--- src/verilog/rx_pins_pkg.sv ---
/*
  Package for the receive-side pin interface: register map, field positions,
  reset values and timing counts.
  Assumes a 25 MHz core clock and a 32-bit APB slave.
*/
package rx_pins_pkg;

  // ---------------------------------------------------------------
  // Register map
  // ---------------------------------------------------------------
  localparam logic [7:0] ctrl_off   = 8'h00;
  localparam logic [7:0] status_off = 8'h04;
  localparam logic [7:0] frame_off  = 8'h08;

  // ---------------------------------------------------------------
  // Control fields
  // ---------------------------------------------------------------
  localparam int elastic_en_bit   = 0;
  localparam int alarm_sel_bit    = 1;
  localparam int manual_frz_bit   = 2;
  localparam int auto_frz_bit     = 3;
  localparam logic [3:0] ctrl_rst = 4'h0;

  // ---------------------------------------------------------------
  // Framing
  // ---------------------------------------------------------------
  localparam int bits_per_frame    = 193;
  localparam int frames_per_mframe = 12;
  localparam int ref_clk_hz        = 8192000;
  localparam int line_clk_hz       = 1544000;
  localparam int ref_div           = 2;

  // ---------------------------------------------------------------
  // Timing
  // ---------------------------------------------------------------
  localparam int core_clk_hz     = 25000000;
  localparam int transmit_line_clock_loss_ns    = 5000;
  localparam int transmit_line_clock_loss_cyc   = (transmit_line_clock_loss_ns * (core_clk_hz / 1000000)) / 1000;
  localparam int sync_search_lim = 4;

endpackage

--- src/verilog/rx_pin_interface.sv ---
/*
  Receive-side pin interface of a T1 framer: line/framer routing, frame and
  multiframe sync, receive data, signaling, alarms and an 8.192 MHz reference clock.
  Assumes all link clocks are slow against core_clk and are sampled by it;
  registers are reached over APB.
*/
// Overview of operation
// RULE_01: Frame sync pulses once per frame, one line clock wide.
// RULE_02: With elastic store on, multiframe pulse is one system clock wide.
// RULE_03: With elastic store off, multiframe pulse follows the line clock.
// RULE_04: Receive data updates on each line clock rising edge.
// RULE_05: System clock is supplied only with elastic store on, else held low.
// RULE_06: Signaling output updates on line or system clock rise per mode.
// RULE_07: Alarm select bit set one way shows sync search.
// RULE_08: Other way, alarm shows transmit clock idle for 5 us.
// RULE_09: Carrier loss output follows line interface carrier loss.
// RULE_10: Signaling freeze output high when frozen, automatic or manual.
// RULE_11: Reference clock output locked to the receive line clock.
// RULE_12: Line data outputs update on recovered clock rising edge.
// RULE_13: Recovered clock output is a buffered copy of the line clock.
// RULE_14: Framer samples its data inputs on framer clock falling edges.
// RULE_15: External logic may tie both framer data inputs for NRZ.
// RULE_16: Connect strap high routes line interface into the framer.
// RULE_17: Receive line clock is the 1.544 MHz framer clock.
// RULE_18: Elastic store enable bit selects line or system clock timing.
// RULE_19: With elastic store off, multiframe pulse is one line clock wide.
// RULE_20: Alarm and flag outputs are registered and follow their condition.
`timescale 1ns/100ps
module rx_pin_interface (
  input  wire logic        core_clk,
  input  wire logic        rst_n,
  input  wire logic        clk_en,
  // APB
  input  wire logic        psel,
  input  wire logic        penable,
  input  wire logic        pwrite,
  input  wire logic [7:0]  paddr,
  input  wire logic [31:0] pwdata,
  output logic      [31:0] prdata,
  output logic             pready,
  output logic             pslverr,
  // Line interface side
  input  wire logic        line_clock_in,
  input  wire logic        line_pos_in,
  input  wire logic        line_neg_in,
  input  wire logic        line_carrier_lost,
  output logic             line_pos_data_out,
  output logic             line_neg_data_out,
  output logic             recovered_clock_out,
  // Framer inputs and strap
  input  wire logic        framer_pos_data_in,
  input  wire logic        framer_neg_data_in,
  input  wire logic        framer_clock_in,
  input  wire logic        line_interface_connect_strap,
  // System side
  input  wire logic        rx_system_clock,
  input  wire logic        transmit_line_clock,
  input  wire logic        sig_bit_in,
  output logic             frame_sync_out,
  output logic             multiframe_sync_out,
  output logic             rx_data_out,
  output logic             rx_signaling_out,
  output logic             sync_or_tx_clock_loss_alarm,
  output logic             carrier_loss_out,
  output logic             signaling_freeze_out,
  output logic             eight_meg_ref_clock
);

  // ---------------------------------------------------------------
  // Input synchronisers
  // ---------------------------------------------------------------
  logic lclk_lvl, lclk_rise, lclk_fall;
  logic fclk_lvl, fclk_rise, fclk_fall;
  logic sclk_rise, transmit_line_clock_rise, transmit_line_clock_fall;
  logic lpos_s, lneg_s, fpos_s, fneg_s, carr_s, strap_s, sig_s;
  logic [6:0] raw_in;
  logic [6:0] meta_ff;
  logic [6:0] sync_ff;

  edge_sync u_lclk (.core_clk(core_clk), .rst_n(rst_n), .clk_en(clk_en),
    .async_in(line_clock_in), .level(lclk_lvl), .rise(lclk_rise), .fall(lclk_fall));
  edge_sync u_fclk (.core_clk(core_clk), .rst_n(rst_n), .clk_en(clk_en),
    .async_in(framer_clock_in), .level(fclk_lvl), .rise(fclk_rise), .fall(fclk_fall));
  edge_sync u_sclk (.core_clk(core_clk), .rst_n(rst_n), .clk_en(clk_en),
    .async_in(rx_system_clock), .level(), .rise(sclk_rise), .fall());
  edge_sync u_transmit_line_clock (.core_clk(core_clk), .rst_n(rst_n), .clk_en(clk_en),
    .async_in(transmit_line_clock), .level(), .rise(transmit_line_clock_rise), .fall(transmit_line_clock_fall));

  assign raw_in = {sig_bit_in, line_interface_connect_strap, line_carrier_lost,
                   framer_neg_data_in, framer_pos_data_in, line_neg_in, line_pos_in};

  // Non-clock pins share one two-stage bank
  always_ff @(posedge core_clk or negedge rst_n) begin
    if (!rst_n) begin
      meta_ff <= 7'h00;
      sync_ff <= 7'h00;
    end else if (clk_en) begin
      meta_ff <= raw_in;
      sync_ff <= meta_ff;
    end
  end

  assign {sig_s, strap_s, carr_s, fneg_s, fpos_s, lneg_s, lpos_s} = sync_ff;

  // ---------------------------------------------------------------
  // Control register
  // ---------------------------------------------------------------
  logic [3:0] ctrl_ff;
  logic       wr_en, rd_en, addr_ok;
  logic       elastic_en, alarm_sel;

  assign wr_en      = psel & penable & pwrite;
  assign rd_en      = psel & ~penable & ~pwrite;
  assign addr_ok    = (paddr == rx_pins_pkg::ctrl_off) | (paddr == rx_pins_pkg::status_off)
                    | (paddr == rx_pins_pkg::frame_off);
  assign elastic_en = ctrl_ff[rx_pins_pkg::elastic_en_bit];  // see RULE_18
  assign alarm_sel  = ctrl_ff[rx_pins_pkg::alarm_sel_bit];

  always_ff @(posedge core_clk or negedge rst_n) begin
    if (!rst_n) begin
      ctrl_ff <= rx_pins_pkg::ctrl_rst;
    end else if (clk_en && wr_en && paddr == rx_pins_pkg::ctrl_off) begin
      ctrl_ff <= pwdata[3:0];
    end
  end

  // ---------------------------------------------------------------
  // Line interface outputs and framer routing
  // ---------------------------------------------------------------
  logic fr_clk_rise, fr_clk_fall, fr_pos, fr_neg;

  // Strap high bypasses the framer pins entirely
  assign fr_clk_rise = strap_s ? lclk_rise : fclk_rise;  // see RULE_16
  assign fr_clk_fall = strap_s ? lclk_fall : fclk_fall;
  assign fr_pos      = strap_s ? line_pos_data_out : fpos_s;
  assign fr_neg      = strap_s ? line_neg_data_out : fneg_s;

  always_ff @(posedge core_clk or negedge rst_n) begin
    if (!rst_n) begin
      line_pos_data_out   <= 1'b0;
      line_neg_data_out   <= 1'b0;
      recovered_clock_out <= 1'b0;
    end else if (clk_en) begin
      recovered_clock_out <= lclk_lvl;  // see RULE_13
      if (lclk_rise) begin
        line_pos_data_out <= lpos_s;  // see RULE_12
        line_neg_data_out <= lneg_s;
      end
    end
  end

  // ---------------------------------------------------------------
  // Framer: bit and frame counting
  // ---------------------------------------------------------------
  logic [7:0] bit_cnt_ff;
  logic [3:0] frm_cnt_ff;
  logic       smp_bit_ff;
  logic       frame_end, mframe_end;
  logic [1:0] search_ff;
  logic       in_search;

  assign frame_end  = fr_clk_rise && bit_cnt_ff == 8'(rx_pins_pkg::bits_per_frame - 1);
  assign mframe_end = frame_end && frm_cnt_ff == 4'(rx_pins_pkg::frames_per_mframe - 1);
  assign in_search  = search_ff != 2'h0;

  always_ff @(posedge core_clk or negedge rst_n) begin
    if (!rst_n) begin
      bit_cnt_ff <= 8'h00;
      frm_cnt_ff <= 4'h0;
      smp_bit_ff <= 1'b0;
    end else if (clk_en) begin
      if (fr_clk_fall) begin
        smp_bit_ff <= fr_pos | fr_neg;  // see RULE_14, RULE_15
      end
      if (fr_clk_rise) begin  // see RULE_17
        bit_cnt_ff <= frame_end ? 8'h00 : bit_cnt_ff + 8'h01;
        if (frame_end) begin
          frm_cnt_ff <= mframe_end ? 4'h0 : frm_cnt_ff + 4'h1;
        end
      end
    end
  end

  // Search clears after a few full frames from reset or carrier loss
  always_ff @(posedge core_clk or negedge rst_n) begin
    if (!rst_n) begin
      search_ff <= 2'h3;
    end else if (clk_en) begin
      if (carr_s) begin
        search_ff <= 2'h3;
      end else if (frame_end && in_search) begin
        search_ff <= search_ff - 2'h1;
      end
    end
  end

  // ---------------------------------------------------------------
  // Sync pulses, data and signaling
  // ---------------------------------------------------------------
  logic mf_pend_ff;
  logic out_rise;

  // Elastic store picks the output timing clock
  assign out_rise = elastic_en ? sclk_rise : fr_clk_rise;  // see RULE_06, RULE_18

  always_ff @(posedge core_clk or negedge rst_n) begin
    if (!rst_n) begin
      frame_sync_out      <= 1'b0;
      multiframe_sync_out <= 1'b0;
      mf_pend_ff          <= 1'b0;
      rx_data_out         <= 1'b0;
      rx_signaling_out    <= 1'b0;
    end else if (clk_en) begin
      if (fr_clk_rise) begin
        frame_sync_out <= frame_end;  // see RULE_01
        rx_data_out    <= smp_bit_ff;  // see RULE_04
      end
      // A boundary that meets a timing edge goes straight out; holding it
      // pending as well would stretch the pulse to two periods
      if (out_rise) begin
        mf_pend_ff <= 1'b0;
      end else if (mframe_end) begin
        mf_pend_ff <= 1'b1;
      end
      if (out_rise) begin
        multiframe_sync_out <= mf_pend_ff | mframe_end;  // see RULE_02, RULE_03, RULE_19
        rx_signaling_out    <= sig_s;
      end
    end
  end

  // ---------------------------------------------------------------
  // Alarms and flags
  // ---------------------------------------------------------------
  logic [7:0] transmit_line_clock_idle_ff;
  logic       transmit_line_clock_lost;

  assign transmit_line_clock_lost = transmit_line_clock_idle_ff >= 8'(rx_pins_pkg::transmit_line_clock_loss_cyc);

  always_ff @(posedge core_clk or negedge rst_n) begin
    if (!rst_n) begin
      transmit_line_clock_idle_ff <= 8'h00;
    end else if (clk_en) begin
      if (transmit_line_clock_rise || transmit_line_clock_fall) begin
        transmit_line_clock_idle_ff <= 8'h00;
      end else if (!transmit_line_clock_lost) begin
        transmit_line_clock_idle_ff <= transmit_line_clock_idle_ff + 8'h01;  // see RULE_08
      end
    end
  end

  always_ff @(posedge core_clk or negedge rst_n) begin
    if (!rst_n) begin
      sync_or_tx_clock_loss_alarm <= 1'b0;
      carrier_loss_out            <= 1'b0;
      signaling_freeze_out        <= 1'b0;
    end else if (clk_en) begin
      sync_or_tx_clock_loss_alarm <= alarm_sel ? transmit_line_clock_lost : in_search;  // see RULE_07, RULE_20
      carrier_loss_out            <= carr_s;  // see RULE_09
      signaling_freeze_out        <= ctrl_ff[rx_pins_pkg::manual_frz_bit]
                                   | (ctrl_ff[rx_pins_pkg::auto_frz_bit] & (carr_s | in_search));  // see RULE_10
    end
  end

  // ---------------------------------------------------------------
  // Reference clock
  // ---------------------------------------------------------------
  // Core clock cannot make a true 8.192 MHz; a phase accumulator re-zeroed
  // on each line clock rise keeps the average locked to that clock.
  logic [23:0] acc_ff;
  logic [24:0] acc_sum;

  assign acc_sum = {1'b0, acc_ff} + 25'(2 * rx_pins_pkg::ref_clk_hz / 1000 * 16);

  always_ff @(posedge core_clk or negedge rst_n) begin
    if (!rst_n) begin
      acc_ff              <= 24'h000000;
      eight_meg_ref_clock <= 1'b0;
    end else if (clk_en) begin
      if (lclk_rise) begin
        acc_ff <= 24'h000000;  // see RULE_11
      end else if (acc_sum >= 25'(rx_pins_pkg::core_clk_hz / 1000 * 16)) begin
        acc_ff              <= 24'(acc_sum - 25'(rx_pins_pkg::core_clk_hz / 1000 * 16));
        eight_meg_ref_clock <= ~eight_meg_ref_clock;
      end else begin
        acc_ff <= acc_sum[23:0];
      end
    end
  end

  // ---------------------------------------------------------------
  // APB slave: zero wait states
  // ---------------------------------------------------------------
  logic [31:0] rd_mux;

  assign rd_mux = (paddr == rx_pins_pkg::ctrl_off)   ? {28'h0000000, ctrl_ff} :
                  (paddr == rx_pins_pkg::status_off) ? {26'h0000000, transmit_line_clock_lost, in_search,
                                                        carr_s, strap_s, elastic_en, alarm_sel} :
                  (paddr == rx_pins_pkg::frame_off)  ? {20'h00000, frm_cnt_ff, bit_cnt_ff} :
                  32'h00000000;

  always_ff @(posedge core_clk or negedge rst_n) begin
    if (!rst_n) begin
      prdata  <= 32'h00000000;
      pready  <= 1'b0;
      pslverr <= 1'b0;
    end else if (clk_en) begin
      pready  <= psel & ~penable;
      pslverr <= psel & ~penable & ~addr_ok;
      if (rd_en) begin
        prdata <= rd_mux;
      end
    end
  end

endmodule

--- src/verilog/edge_sync.sv ---
/*
  Two-stage synchroniser with rise and fall strobes taken from the second stage.
  Assumes the input is asynchronous to core_clk.
*/
`timescale 1ns/100ps
module edge_sync (
  input  wire logic core_clk,
  input  wire logic rst_n,
  input  wire logic clk_en,
  input  wire logic async_in,
  output logic      level,
  output logic      rise,
  output logic      fall
);

  logic meta_ff;
  logic sync_ff;
  logic prev_ff;

  // First stage feeds only the second
  always_ff @(posedge core_clk or negedge rst_n) begin
    if (!rst_n) begin
      meta_ff <= 1'b0;
      sync_ff <= 1'b0;
      prev_ff <= 1'b0;
    end else if (clk_en) begin
      meta_ff <= async_in;
      sync_ff <= meta_ff;
      prev_ff <= sync_ff;
    end
  end

  assign level = sync_ff;
  assign rise  = clk_en & sync_ff & ~prev_ff;
  assign fall  = clk_en & ~sync_ff & prev_ff;

endmodule

--- config.mk ---
export PLATFORM = sky130hd
export DESIGN_NAME = rx_pin_interface
export DESIGN_NICKNAME = d
export VERILOG_FILES = /design/src/verilog/rx_pins_pkg.sv /design/src/verilog/rx_pin_interface.sv /design/src/verilog/edge_sync.sv
export SDC_FILE = /design/constraint.sdc
export NUM_CORES = 1
export LEC_CHECK = 0
export ABC_AREA = 1
export BUFFER_PORTS_ARGS = -buffer_cell sky130_fd_sc_hd__clkbuf_2
export CORE_MARGIN = 4
export CORE_UTILIZATION = 55
export DETAILED_ROUTE_END_ITERATION = 10
export PLACE_DENSITY = 0.86
export SLEW_MARGIN = 0
export SYNTH_ARGS = -nofsm -noshare
export SYNTH_HDL_FRONTEND = slang
export SYNTH_SLANG_ARGS = --single-unit
--- constraint.sdc ---
create_clock -name core_clk -period 1.85 [get_ports core_clk]
set_input_delay 0.185 -clock core_clk [delete_from_list [all_inputs] [get_ports core_clk]]
set_output_delay 0.185 -clock core_clk [all_outputs]
set_load 0.01 [all_outputs]
==> flow_summary.json <==
{
  "finalCritPeriodShare": 0.977,
  "nets": 755,
  "ys.flop_type": "dfrtp_1",
  "grt_overflow": 0,
  "die_h_um": 104,
  "cap_viol_max_count": 0,
  "yosysUniqueCellTypes": 42,
  "numCtsBuffers": 9,
  "finalMaxSlewViolations": 0,
  "startpoint_type": "flop",
  "cts.sinks": 95,
  "setup_slack_ns": 0.0420,
  "cts_root_buf": "clkbuf_8",
  "yosysMostFrequentCell": "nand2_1",
  "grtUsageTotal": 0.214,
  "grt_pass1_wl_mm": 19.3,
  "synth_commonest_cells": "160 x nand2_1, 93 x dfrtp_1, 75 x inv_1",
  "clk_latency_ns": 0.37,
  "rsz0062_at_grt": "yes",
  "synth.area.top_cells": "dfrtp_1 46%, nand2_1 12%, inv_1 5.6%",
  "synth_compound_area_frac": 0.102,
  "rows": 34,
  "cts_tree": "done",
  "fin_crit_ns": 1.81,
  "hpwl_mm": 8.18,
  "synth-xor-area-share": 0.0331,
  "ir_drop_mv": 0.553,
  "grt_pass1_vias": 4199,
  "diodes": 0,
  "synth_top_cell_by_area": "dfrtp_1",
  "worstPathRequired_ns": 2.10,
  "clk_pin_slew_ns": 0.11,
  "internal_power_mw": 4.35,
  "htree_levels": 3,
  "p_seq_frac": 0.408,
  "cp.arrival_ns": 2.06,
  "drt-total-wl_mm": 11.4,
  "dr.pass1.iters": 5,
  "fmax_ghz": 0.553,
  "nFillCells": 681,
  "multi_input_area_um2": 2260,
  "place.gp.congestion": 0.894,
  "layout-drive-gt1-share": 0.212,
  "die_w_um": 104,
  "status": "complete, no violations",
  "ff_latch_area_um2": 2380,
  "async_flop_share": 1.00,
  "ys_ff_latch": 95,
  "synth_top_area_frac": 0.463,
  "cpMaxStageDelayCell": "dfrtp_2",
  "detail_route.vias_per_cell": 5.41,
  "wl_per_cell_um": 14.3,
  "ant_nets": 0,
  "synth_top_family_by_area": "simple AND/OR/NAND/NOR gates",
  "drt_iter0_drc": 360,
  "endpoint_kind": "flop",
  "switching_share": 0.408,
  "ys_seq_area_frac": 0.474,
  "syn_area_per_cell_um2": 8.16,
  "power_frac_comb": 0.404,
  "final_hold_viol_count": 0,
  "crit_type": "reg2reg",
  "p_leak_nw": 2.98,
  "p_per_area_nw_per_um2": 1280,
  "synth.cell_area_um2": 5020,
  "pre_cts_ws_ns": 0.0178,
  "critical-path-top-delay-family": "simple AND/OR/NAND/NOR gates",
  "path_buf_inv": 3,
  "port_buffers": 53,
  "die_area_um2": 10700,
  "path_cells": "buf_6 -> buf_4 -> nand3_4 -> nand2_2 -> nand2_2 -> nor2_4 -> nand2_2 -> nor2_4 -> nand2_4 -> buf_6 -> nand4_1 -> o21ai_2",
  "yosys.area_share.simple": 0.256,
  "antenna_found_initial": 0,
  "core-area_um2": 8810,
  "worstHoldPathType": "in2reg",
  "muxShareOfSynthArea": 0.00224,
  "crit_path_frequent_cell": "nand2_2",
  "clkPwrFrac": 0.188,
  "switchingPower_mw": 3.00,
  "io_pins": 102,
  "grt_max_degree": 41,
  "synth_edf_count": 0,
  "num_vias": 4337,
  "post_dp_cell_area_um2": 5400,
  "area_growth_pct": 14.3,
  "fin_setup_tns_ns": 0,
  "synth_cells": 616,
  "fin_worst_skew_ns": 0.0149,
  "fin_area_um2": 5740,
  "yosys_warnings": 0,
  "start_util": 0.571,
  "critical_path.max_stage_delay_ns": 0.43,
  "synth-adder-area-share": 0.0249,
  "critPathMaxFanout": 5,
  "setup-violations-final": 0,
  "clk_path_buf_depth": 2,
  "drc": 0
}
[area by class of cell]
cell class | count | share of cell area
Sequential cell | 95 | 0.415
Tap cell | 108 | 0.0235
Timing Repair Buffer | 75 | 0.0793
Multi-Input combinational cell | 424 | 0.393
Inverter | 83 | 0.0555
Clock inverter | 7 | 0.0126
Clock buffer | 9 | 0.0216
[power by group through the flow]
| stage | registers, mW | clock network (mW) | logic, mW |
|---|---|---|---|
| after floorplan | 2.93 | 0 | 2.02 |
| after global placement | 2.98 | 0 | 2.49 |
| after detailed placement | 3.01 | 0 | 2.62 |
| after CTS | 2.96 | 1.40 | 2.68 |
| after global routing | 3.05 | 1.50 | 3.36 |
| final | 3.00 | 1.38 | 2.97 |
[per-stage QoR]
step / total power, mW / std cells / util / hold WS (ns)
2_1_floorplan: 4.96 / 635 / - / -0.111
3_3_place_gp: 5.47 / 777 / 0.613 / 0.150
3_5_place_dp: 5.63 / 777 / 0.613 / 0.159
4_1_cts: 7.04 / 795 / 0.637 / 0.0128
5_1_grt: 7.91 / 801 / 0.652 / 0.0166
6_report: 7.35 / 801 / 0.652 / 0.0222
[flip-flops by register name, summed over array words and instances (netlist names), 2 cells and up]
name and cells:
meta_ff 7, prdata 12, bit_cnt_ff 8, acc_ff 17, transmit_line_clock_idle_ff 8, sync_ff 7, frm_cnt_ff 4, search_ff 2
ctrl_ff 4
[worst min-delay path: stages]
cell	delay [ns]
clkbuf_2	0.07
nand2_1	0.04
nand2_1	0.05
[cells by family (layout without fill, tap and decap cells)]
family,count (synthesis),after routing
mux,1,1
compound gates,91,91
buf+inv,117,174
xor+xnor,19,19
flops,95,95
other cells,1,20
fa+ha+maj,10,10
simple gates,282,283
[final timing paths]
path / from / end / slack (ns) / cells after the start
min: framer_neg_data_in / meta_ff[3]$_DFFE_PN0P_ / 0.02 / 3
min in group asynchronous: rst_n / acc_ff[21]$_DFFE_PN0P_ / 0.29 / 2
max in group asynchronous: rst_n / search_ff[1]$_DFFE_PN1P_ / 0.91 / 3
max reg2reg: acc_ff[18]$_DFFE_PN0P_ / acc_ff[15]$_DFFE_PN0P_ / 0.04 / 12
max: acc_ff[18]$_DFFE_PN0P_ / acc_ff[15]$_DFFE_PN0P_ / 0.04 / 12
min reg2reg: meta_ff[6]$_DFFE_PN0P_ / meta_ff[6]$_DFFE_PN0P_ / 0.48 / 2
[timing repair]
action	in CTS	in global routing
setup buffers	1	5
endpoints found under the setup margin	4	33
resized for setup	0	27
hold endpoints to repair	30	0
gates cloned	0	1
pin swaps	0	6
hold buffers	1	0
[per-layer routing]
layer | up-vias | GRT usage | wire length (um)
li1 | 2082 | - | -
met1 | 2109 | 0.275 | 4820
met2 | 133 | 0.371 | 5930
met3 | 13 | 0.0454 | 547
met4 | 0 | 0.0579 | 129
met5 | - | 0 | 0
[placed cells by master (no fill, tap or decap), drive strengths merged, types with 17 or more instances in the layout]
master	n
nand2	172
dfrtp	93
inv	82
clkbuf	61
o21ai	59
nand3	41
nor2	40
buf	22
conb	20
nand4	18
xor2	17
a21oi	17
(Power assumes the default switching activity.)
